**src/design/debug_breakpoint_pkg.sv**
```systemverilog
// Package for the debug breakpoint unit: register layouts, reset values, codes.
// Assumes one core clock domain; all structs travel between core and unit.
package debug_breakpoint_pkg;

  // Debug register slot indices carried by move-to/from-debug-register
  localparam logic [2:0] SLOT_BP0       = 3'h0;
  localparam logic [2:0] SLOT_RSVD_A    = 3'h4;
  localparam logic [2:0] SLOT_RSVD_B    = 3'h5;
  localparam logic [2:0] SLOT_STATUS    = 3'h6;
  localparam logic [2:0] SLOT_CONTROL   = 3'h7;

  // Model-specific register selectors
  localparam logic [2:0] MSR_FEATURE    = 3'h0;
  localparam logic [2:0] MSR_BR_SOURCE  = 3'h1;
  localparam logic [2:0] MSR_BR_TARGET  = 3'h2;
  localparam logic [2:0] MSR_EX_SOURCE  = 3'h3;
  localparam logic [2:0] MSR_EX_TARGET  = 3'h4;

  // Status fields
  localparam int         STS_ACCESS_BIT = 13;
  localparam int         STS_STEP_BIT   = 14;
  localparam int         STS_TASK_BIT   = 15;
  localparam logic [31:0] STS_LIVE_MASK = 32'h0000_e00f;
  localparam logic [31:0] STS_RESET     = 32'hffff_0ff0;

  // Control fields
  localparam int         CTL_GD_BIT     = 13;
  localparam int         CTL_RW_LSB     = 16;
  localparam int         CTL_LEN_LSB    = 18;
  localparam int         CTL_BP_STRIDE  = 4;
  localparam logic [31:0] CTL_LOCAL_MASK = 32'h0000_0055;
  localparam logic [31:0] CTL_RESET     = 32'h0000_0000;

  // Feature control fields
  localparam int         FEAT_RECORD_BIT = 0;
  localparam int         FEAT_BRTRAP_BIT = 1;
  localparam int         FEAT_PINS_LSB   = 2;
  localparam int         FEAT_TRACE_BIT  = 6;
  localparam logic [31:0] FEAT_RESET     = 32'h0000_0000;
  localparam logic [31:0] BP_ADDR_RESET  = 32'h0000_0000;

  // Access type field and access kinds
  typedef enum logic [1:0] {
    RW_EXEC  = 2'b00,
    RW_WRITE = 2'b01,
    RW_IO    = 2'b10,
    RW_DATA  = 2'b11
  } rw_code_e;

  typedef enum logic [1:0] {
    ACC_EXEC  = 2'b00,
    ACC_WRITE = 2'b01,
    ACC_IO    = 2'b10,
    ACC_READ  = 2'b11
  } access_kind_e;

  // Length codes: 00 one byte, 01 two, 11 four, 10 undefined
  localparam logic [1:0] LEN_UNDEF = 2'b10;

  typedef struct packed {
    logic        valid;
    logic        write;
    logic [2:0]  slot;
    logic [31:0] wdata;
  } reg_req_s;

  typedef struct packed {
    logic         valid;
    access_kind_e kind;
    logic [1:0]   size;
    logic [31:0]  addr;
    logic         resume;
  } mem_access_s;

  typedef struct packed {
    logic        valid;
    logic        step_trap;
    logic        taken_branch;
    logic [31:0] source;
    logic [31:0] target;
  } retire_s;

  typedef struct packed {
    logic        real_mode;
    logic        sys_mgmt;
    logic [1:0]  privilege;
    logic        debug_ext;
  } cpu_mode_s;

endpackage : debug_breakpoint_pkg

```
**src/design/debug_breakpoint_unit.sv**
```systemverilog
// Breakpoint, debug status and branch recording unit of the core.
// Assumes all inputs come from core pipeline logic on the same clock.
`timescale 1ns/10ps
module debug_breakpoint_unit
  import debug_breakpoint_pkg::*;
(
  // Clock and reset
  input  wire logic        i_clk_sys,
  input  wire logic        i_rst_b,
  // Processor mode
  input  wire cpu_mode_s   i_mode,
  // Debug register moves
  input  wire reg_req_s    i_reg_req,
  // Model-specific register accesses
  input  wire logic        i_msr_valid,
  input  wire logic        i_msr_write,
  input  wire logic [2:0]  i_msr_sel,
  input  wire logic [31:0] i_msr_wdata,
  // Pipeline events
  input  wire mem_access_s i_access,
  input  wire retire_s     i_retire,
  input  wire logic        i_task_switch,
  input  wire logic        i_task_trap,
  input  wire logic        i_trap_instr,
  input  wire logic        i_except_taken,
  input  wire logic [31:0] i_except_source,
  input  wire logic [31:0] i_except_target,
  // Responses
  output logic             o_resp_valid,
  output logic [31:0]      o_resp_rdata,
  output logic             o_gp_fault,
  output logic             o_ud_fault,
  // Exceptions and pins
  output logic             o_debug_exception,
  output logic             o_breakpoint_exception,
  output logic [3:0]       o_bp_pins,
  output logic             o_trace_msg
);

  // Software-visible registers
  logic [31:0] bp_addr_r [4];
  logic [31:0] bp_addr_nxt [4];
  logic [31:0] status_r, status_nxt;
  logic [31:0] control_r, control_nxt;
  logic [31:0] feature_r, feature_nxt;
  // Branch records
  logic [31:0] br_src_r, br_src_nxt;
  logic [31:0] br_tgt_r, br_tgt_nxt;
  logic [31:0] ex_src_r, ex_src_nxt;
  logic [31:0] ex_tgt_r, ex_tgt_nxt;
  // Answers, exception pulses and pins
  logic        resp_valid_r, resp_valid_nxt;
  logic [31:0] resp_rdata_r, resp_rdata_nxt;
  logic        gp_r, gp_nxt;
  logic        ud_r, ud_nxt;
  logic        dbg_exc_r, dbg_exc_nxt;
  logic        bp_exc_r, bp_exc_nxt;
  logic [3:0]  pins_r, pins_nxt;
  logic        trace_r, trace_nxt;

  logic [3:0]  cond_hit;
  logic [3:0]  enabled_hit;
  logic [31:0] sts_set;
  logic        sw_status_wr;
  logic [31:0] sw_status_val;

  // True when any byte of the access falls in the breakpoint's range
  function automatic logic bp_match(input logic [31:0] bp_addr,
                                    input logic [1:0]  rw,
                                    input logic [1:0]  len,
                                    input logic        dext,
                                    input mem_access_s acc);
    logic        kind_ok;
    logic [32:0] bp_lo;
    logic [32:0] bp_hi;
    logic [32:0] acc_lo;
    logic [32:0] acc_hi;
    logic [31:0] mask;
    logic [31:0] addr;
    kind_ok = 1'b0;
    unique case (rw)
      RW_EXEC:  kind_ok = (acc.kind == ACC_EXEC);
      RW_WRITE: kind_ok = (acc.kind == ACC_WRITE);
      RW_IO:    kind_ok = dext && (acc.kind == ACC_IO);
      RW_DATA:  kind_ok = (acc.kind == ACC_WRITE) || (acc.kind == ACC_READ);
    endcase
    // Port numbers are only 16 bits wide
    addr = (acc.kind == ACC_IO) ? {16'h0000, acc.addr[15:0]} : acc.addr;
    mask = {30'h0000_0000, len[1] & len[0], len[0]};
    bp_lo = {1'b0, bp_addr & ~mask};
    bp_hi = bp_lo + {1'b0, mask} + 33'h0_0000_0001;
    acc_lo = {1'b0, addr};
    acc_hi = acc_lo + {31'h0000_0000, acc.size[1] & acc.size[0], acc.size[0]}
             + 33'h0_0000_0001;
    // Undefined length never matches, so a misprogrammed field stays quiet
    bp_match = acc.valid && kind_ok && (len != LEN_UNDEF) &&
               (acc_lo < bp_hi) && (bp_lo < acc_hi);
  endfunction : bp_match

  // Four comparators side by side
  for (genvar g = 0; g < 4; g++) begin : g_cmp
    always_comb begin
      cond_hit[g] = bp_match(bp_addr_r[g],
                             control_r[CTL_RW_LSB + g*CTL_BP_STRIDE +: 2],
                             control_r[CTL_LEN_LSB + g*CTL_BP_STRIDE +: 2],
                             i_mode.debug_ext, i_access);
      // Resume flag hides execute hits on the restarted instruction
      enabled_hit[g] = cond_hit[g] && |control_r[2*g +: 2] &&
                       !(i_access.kind == ACC_EXEC && i_access.resume);
    end
  end

  always_comb begin
    logic        priv_ok;
    logic        gd_trap;
    logic        step_hit;
    logic        task_hit;
    logic        any_exc;
    logic [2:0]  slot;
    priv_ok       = 1'b0;
    gd_trap       = 1'b0;
    step_hit      = 1'b0;
    task_hit      = 1'b0;
    any_exc       = 1'b0;
    slot          = i_reg_req.slot;
    sts_set       = 32'h0000_0000;
    sw_status_wr  = 1'b0;
    sw_status_val = 32'h0000_0000;

    for (int i = 0; i < 4; i++) begin
      bp_addr_nxt[i] = bp_addr_r[i];
    end
    control_nxt    = control_r;
    feature_nxt    = feature_r;
    resp_valid_nxt = 1'b0;
    resp_rdata_nxt = resp_rdata_r;
    gp_nxt         = 1'b0;
    ud_nxt         = 1'b0;

    priv_ok = i_mode.real_mode || i_mode.sys_mgmt ||
              (i_mode.privilege == 2'b00);

    // Debug register moves
    if (i_reg_req.valid) begin
      if (!priv_ok) begin
        gp_nxt = 1'b1;
      end else if (control_r[CTL_GD_BIT]) begin
        gd_trap = 1'b1;
      end else if ((slot == SLOT_RSVD_A || slot == SLOT_RSVD_B) &&
                   i_mode.debug_ext) begin
        ud_nxt = 1'b1;
      end else begin
        resp_valid_nxt = 1'b1;
        // Aliasing keeps older software that used the low slots working
        if (slot == SLOT_RSVD_A) begin
          slot = SLOT_STATUS;
        end else if (slot == SLOT_RSVD_B) begin
          slot = SLOT_CONTROL;
        end
        if (slot == SLOT_STATUS) begin
          resp_rdata_nxt = status_r;
          sw_status_wr   = i_reg_req.write;
          sw_status_val  = i_reg_req.wdata;
        end else if (slot == SLOT_CONTROL) begin
          resp_rdata_nxt = control_r;
          if (i_reg_req.write) begin
            control_nxt = i_reg_req.wdata;
          end
        end else begin
          resp_rdata_nxt = bp_addr_r[slot[1:0]];
          if (i_reg_req.write) begin
            bp_addr_nxt[slot[1:0]] = i_reg_req.wdata;
          end
        end
      end
    end

    // Model-specific registers
    if (i_msr_valid) begin
      if (!priv_ok) begin
        gp_nxt = 1'b1;
      end else begin
        resp_valid_nxt = 1'b1;
        unique case (i_msr_sel)
          MSR_FEATURE: begin
            resp_rdata_nxt = feature_r;
            if (i_msr_write) begin
              feature_nxt = i_msr_wdata;
            end
          end
          MSR_BR_SOURCE: resp_rdata_nxt = br_src_r;
          MSR_BR_TARGET: resp_rdata_nxt = br_tgt_r;
          MSR_EX_SOURCE: resp_rdata_nxt = ex_src_r;
          MSR_EX_TARGET: resp_rdata_nxt = ex_tgt_r;
          default:       resp_rdata_nxt = 32'h0000_0000;
        endcase
      end
    end

    // Single step, optionally only on taken branches
    step_hit = i_retire.valid && i_retire.step_trap &&
               (!feature_r[FEAT_BRTRAP_BIT] || i_retire.taken_branch);
    task_hit = i_task_switch && i_task_trap;
    any_exc  = step_hit || task_hit || gd_trap || |enabled_hit;

    // Captured conditions, only when an exception is raised
    if (any_exc) begin
      sts_set[3:0]           = cond_hit;
      sts_set[STS_ACCESS_BIT] = gd_trap;
      sts_set[STS_STEP_BIT]   = step_hit;
      sts_set[STS_TASK_BIT]   = task_hit;
      control_nxt[CTL_GD_BIT] = 1'b0;
    end
    if (i_task_switch) begin
      control_nxt = control_nxt & ~CTL_LOCAL_MASK;
    end

    // Raised at the same edge that captures the status bits
    dbg_exc_nxt = any_exc;
  end

  // Status: reserved bits keep their reset pattern whatever is written
  always_comb begin
    status_nxt = status_r;
    if (sw_status_wr) begin
      status_nxt = (sw_status_val & STS_LIVE_MASK) | (STS_RESET & ~STS_LIVE_MASK);
    end
    // Hardware only ORs bits in; a set beats a same-cycle software write
    status_nxt = status_nxt | sts_set;
  end

  always_ff @(posedge i_clk_sys or negedge i_rst_b) begin
    if (!i_rst_b) begin
      for (int i = 0; i < 4; i++) begin
        bp_addr_r[i] <= BP_ADDR_RESET;
      end
      status_r  <= STS_RESET;
      control_r <= CTL_RESET;
      feature_r <= FEAT_RESET;
    end else begin
      for (int i = 0; i < 4; i++) begin
        bp_addr_r[i] <= bp_addr_nxt[i];
      end
      status_r  <= status_nxt;
      control_r <= control_nxt;
      feature_r <= feature_nxt;
    end
  end

  // Move and model-specific register answers
  always_ff @(posedge i_clk_sys or negedge i_rst_b) begin
    if (!i_rst_b) begin
      resp_valid_r <= 1'b0;
      resp_rdata_r <= 32'h0000_0000;
      gp_r         <= 1'b0;
      ud_r         <= 1'b0;
    end else begin
      resp_valid_r <= resp_valid_nxt;
      resp_rdata_r <= resp_rdata_nxt;
      gp_r         <= gp_nxt;
      ud_r         <= ud_nxt;
    end
  end

  // Debug exception pulse
  always_ff @(posedge i_clk_sys or negedge i_rst_b) begin
    if (!i_rst_b) begin
      dbg_exc_r <= 1'b0;
    end else begin
      dbg_exc_r <= dbg_exc_nxt;
    end
  end

  // Breakpoint instruction is ungated and leaves status alone
  always_comb begin
    bp_exc_nxt = i_trap_instr;
  end
  always_ff @(posedge i_clk_sys or negedge i_rst_b) begin
    if (!i_rst_b) begin
      bp_exc_r <= 1'b0;
    end else begin
      bp_exc_r <= bp_exc_nxt;
    end
  end

  // Pins show raw conditions, so disabled breakpoints still report
  always_comb begin
    pins_nxt = cond_hit & feature_r[FEAT_PINS_LSB +: 4];
  end
  always_ff @(posedge i_clk_sys or negedge i_rst_b) begin
    if (!i_rst_b) begin
      pins_r <= 4'h0;
    end else begin
      pins_r <= pins_nxt;
    end
  end

  // Branch recording; pre-exception pair snapshots the last branch first
  always_comb begin
    br_src_nxt = br_src_r;
    br_tgt_nxt = br_tgt_r;
    ex_src_nxt = ex_src_r;
    ex_tgt_nxt = ex_tgt_r;
    if (feature_r[FEAT_RECORD_BIT]) begin
      if (i_except_taken) begin
        ex_src_nxt = br_src_r;
        ex_tgt_nxt = br_tgt_r;
        br_src_nxt = i_except_source;
        br_tgt_nxt = i_except_target;
      end else if (i_retire.valid && i_retire.taken_branch) begin
        br_src_nxt = i_retire.source;
        br_tgt_nxt = i_retire.target;
      end
    end
    trace_nxt = feature_r[FEAT_TRACE_BIT] &&
                ((i_retire.valid && i_retire.taken_branch) || i_except_taken);
  end
  always_ff @(posedge i_clk_sys or negedge i_rst_b) begin
    if (!i_rst_b) begin
      br_src_r <= 32'h0000_0000;
      br_tgt_r <= 32'h0000_0000;
      ex_src_r <= 32'h0000_0000;
      ex_tgt_r <= 32'h0000_0000;
      trace_r  <= 1'b0;
    end else begin
      br_src_r <= br_src_nxt;
      br_tgt_r <= br_tgt_nxt;
      ex_src_r <= ex_src_nxt;
      ex_tgt_r <= ex_tgt_nxt;
      trace_r  <= trace_nxt;
    end
  end

  assign o_resp_valid           = resp_valid_r;
  assign o_resp_rdata           = resp_rdata_r;
  assign o_gp_fault             = gp_r;
  assign o_ud_fault             = ud_r;
  assign o_debug_exception      = dbg_exc_r;
  assign o_breakpoint_exception = bp_exc_r;
  assign o_bp_pins              = pins_r;
  assign o_trace_msg            = trace_r;

endmodule : debug_breakpoint_unit

```
**config.mk**
```make
export PLATFORM = sky130hd
export DESIGN_NAME = debug_breakpoint_unit
export DESIGN_NICKNAME = d
export VERILOG_FILES = /design/src/design/debug_breakpoint_pkg.sv /design/src/design/debug_breakpoint_unit.sv
export SDC_FILE = /design/constraint.sdc
export NUM_CORES = 1
export LEC_CHECK = 0
export BUFFER_PORTS_ARGS = -buffer_cell sky130_fd_sc_hd__buf_4
export CORE_ASPECT_RATIO = 0.5
export CORE_UTILIZATION = 30
export CTS_BUF_LIST = sky130_fd_sc_hd__clkbuf_4
export DETAILED_ROUTE_END_ITERATION = 16
export REMOVE_ABC_BUFFERS = 1
export SYNTH_ARGS = -nofsm -noshare
export SYNTH_HDL_FRONTEND = slang
export SYNTH_SLANG_ARGS = --single-unit
```
**constraint.sdc**
```tcl
create_clock -name i_clk_sys -period 5.2 [get_ports i_clk_sys]
set_input_delay 0.52 -clock i_clk_sys [delete_from_list [all_inputs] [get_ports i_clk_sys]]
set_output_delay 0.52 -clock i_clk_sys [all_outputs]
set_load 0.01 [all_outputs]
```
==> flow_summary.toml <==
[placement]
numPortBuffers = 295
place_inst = 3926
dp_hpwl_mm = 75.09
gp_congestion = 0.9870

[worst_setup_path]
critPathMaxFanout = 6
cp_num_buf_inv = 5
crit_top_cell = "buf_4"
crit_family = "compound AO/OA/AOI/OAI gates"
worstPathArrival_ns = 5.62
critical_path_class = "flip-flop to flip-flop"
cpPeakStageDelay_ns = 0.54
worst_path_max_delay_cell = "dfrtp_1"
start_kind = "flip-flop"
endpoint_kind = "flip-flop"
crit_path_cell_trace = "buf_4 -> o21ai_0 -> a21boi_0 -> buf_4 -> nand3_1 -> nor3_1 -> buf_4 -> and3_1 -> nand3_1 -> xor2_1 -> ha_1 -> a21o_1 -> a21o_1 -> nor3_1 -> buf_4 -> o21ai_0 -> a21oi_1 -> a311oi_1 -> buf_4 -> o32ai_2 -> a221oi_2 -> o311ai_1"
cp.required_ns = 5.95

[global_route]
grt_start_max_net_pins = 131
grt_pass1_wl_mm = 147.4
grt_pass1_vias = 22970
grt_antenna_before_repair = 6
overflow = 0
grt_use_total = 0.2237

[finish]
drive_above_1_share = 0.2843
fin_nets = 3571
num-fill-cells = 8229
register_area_mm2 = 0.009234
final_cells = 4253
multiInputGateArea_mm2 = 0.01580
areaGrowthSynthToFinish_pct = 26.74

[synth]
synth_top_area_cell = "dfrtp_1"
ys_async_sr_fraction = 1.000
synth_compound_area_frac = 0.1314
yosys_warnings = 0
avgSynthCellArea_um2 = 10.17
synth_cells = 2516
yosys.area_share.simple = 0.1310
synthMuxAreaShare = 0.1766
synthXorXnorAreaFrac = 0.05133
synth_top_family_by_area = "multiplexers"
yosysSeqAreaShare = 0.3608
synthDistinctLibCells = 81
ys.flop_type = "dfrtp_1"
synth_top_cell_area_share = 0.3608
synth_common_cells = "dfrtp_1, mux2_2, ha_1"
synth_area_leaders = "dfrtp_1, ha_1, mux2_2"
synth.most_common_cell = "dfrtp_1"
syn_area_mm2 = 0.02559
synth-edff-count = 0
synth_fa_ha_area_frac = 0.1250
synth_seq_cells = 369

[detailed_routing]
routedWlPerCell_um = 23.15
drc = 0
routed_via_density = 5.378
routed_wl_mm = 98.47
drt_iter0_drc = 1713
dr_total_vias = 22870
drt_pre_antenna_iters = 5
ant_nets = 0

[clock_network]
post_cts_resized = 0
cts-root-buf = "clkbuf_4"
cts_buffer_depth = 3
cts_tree = "built"
cts_buffers = 97
cts_num_sinks = 369
cts_hold_buffers = 151
clk_latency_ns = 0.87
h-tree-depth = 3
cts_setup_buffers = 0
clkSlewWorstSetupHoldPaths_ns = 0.06

[sta]
fmax_ghz = 0.2054
finalHoldViolCount = 0
setup_viol = 0
report.final.slew_viol_count = 0
worst_slew_pin_slew_ns = 1.122
tns_ns = 0
period_share = 0.9362
final.setup_skew_ns = 0.03557
rsz0062_at_grt = "no"
relSlewSlack = 0.2507
min_period_ns = 4.868

[die]
die_h_um = 208.5
rows = 75
start_util = 0.3040
dieArea_mm2 = 0.08655
core_area_mm2 = 0.08417
num_io_pins = 296
die_w_um = 415.1

[outcome]
outcome = "complete, no violations"

[pwr]
p_leak_nw = 14.68
peakVddDrop_mv = 0.1356
power_density_mw_per_mm2 = 355.4

[job]
drv_cap = 0

[min_path]
hold_class = "primary input to flip-flop"
area by class of cell:
class,count,area share
diodes,10,0.0007715
clock buffers,149,0.03449
well taps,1116,0.04305
multi-input cells,1995,0.4871
inverters,43,0.004976
clock inverters,15,0.003086
flip-flops and latches,369,0.2847
repair buffers,556,0.1419
routing by layer:
| layer | vias up | share of wire | wire length (µm) | GRT usage |
|---|---|---|---|---|
| met1 | 11460 | 0.44 | 43110 | 0.2950 |
| met5 | - | 0.00014 | 14 | 0 |
| met4 | 2 | 0.033 | 3268 | 0.07625 |
| li1 | 10530 | - | - | - |
| met3 | 183 | 0.057 | 5652 | 0.04062 |
| met2 | 697 | 0.47 | 46420 | 0.3682 |
stage by stage:
| stage | power (mW) | hold WS, ns | instance area [µm²] | setup WS (ns) | utilization |
|---|---|---|---|---|---|
| CTS | 11.51 | 0.002095 | 32390 | 0.4127 | 0.3848 |
| global placement | 8.666 | 0.4822 | 29660 | 0.1061 | 0.3524 |
| finish | 11.53 | 0.01420 | 32440 | 0.3316 | 0.3853 |
| global route | 12.25 | -0.001434 | 32420 | 0.07430 | 0.3852 |
| detailed placement | 8.790 | 0.4865 | 29660 | 0.02573 | 0.3524 |
| floorplan | 6.917 | 0.2244 | 25140 | 0.8193 | - |
where the power goes:
group / internal (mW) / total, mW / switching [mW] / leakage [nW]
Clock: 1.34 / 2.59 / 1.25 / 0.735
Combinational: 2.07 / 4.20 / 2.13 / 9.34
Sequential: 3.74 / 4.73 / 0.989 / 4.60
worst reg2reg max path, delay by kind of cell, from the launching register on:
family	cells	cell delay, ns
adder cells (fa/ha/maj)	1	0.20
AND/OR/NAND/NOR	5	1.13
XOR/XNOR	1	0.17
buffers and inverters	5	0.96
AO/OA/AOI/OAI	10	1.76
flip-flops	1	0.54
flip-flops by register name, indices dropped and copies added (netlist names), 4 cells and up:
register      flops
br_tgt_r         32
br_src_r         32
ex_tgt_r         32
bp_addr_r       128
control_r        32
o_bp_pins         4
o_resp_rdata     32
ex_src_r         32
status_r          7
feature_r        32
cells by family (layout without fill, tap and decap cells):
| group | after synthesis | count (layout) |
|---|---|---|
| buffers and inverters | 152 | 763 |
| adder cells (fa/ha/maj) | 255 | 255 |
| AND/OR/NAND/NOR | 669 | 669 |
| flip-flops | 369 | 369 |
| other | 0 | 10 |
| AO/OA/AOI/OAI | 529 | 529 |
| XOR/XNOR | 150 | 150 |
| multiplexers | 392 | 392 |
cells in the final DEF (no fill, tap or decap), drive strengths merged, types with 21 or more instances in the layout:
master       instances
buf                403
dfrtp              369
mux2               261
ha                 254
nand2              235
dlygate4sd3        153
clkbuf             149
o21ai              146
nor2               128
a21oi              128
mux2i              110
xor2                96
nand3               80
nand4               55
xnor2               54
inv                 46
a211oi              38
and3                38
o22ai               34
a21o                33
a22oi               30
nor2b               26
and2                24
and4                22
mux4                21
nor3                21
worst paths after layout:
kind                              endpoint  slack [ns]  cells past startpoint                 from
setup / recovery               status_r[3]        0.33                     22        control_r[26]
hold / removal                br_src_r[21]        0.01                      3  i_except_source[21]
setup reg to reg               status_r[3]        0.33                     22        control_r[26]
hold reg to reg               ex_tgt_r[24]        0.50                      1         ex_tgt_r[24]
max in group asynchronous  o_resp_rdata[2]        3.43                      3              i_rst_b
min in group asynchronous    bp_addr_r[91]        0.36                      2              i_rst_b
Note: power is estimated with default switching activity, not from simulation.
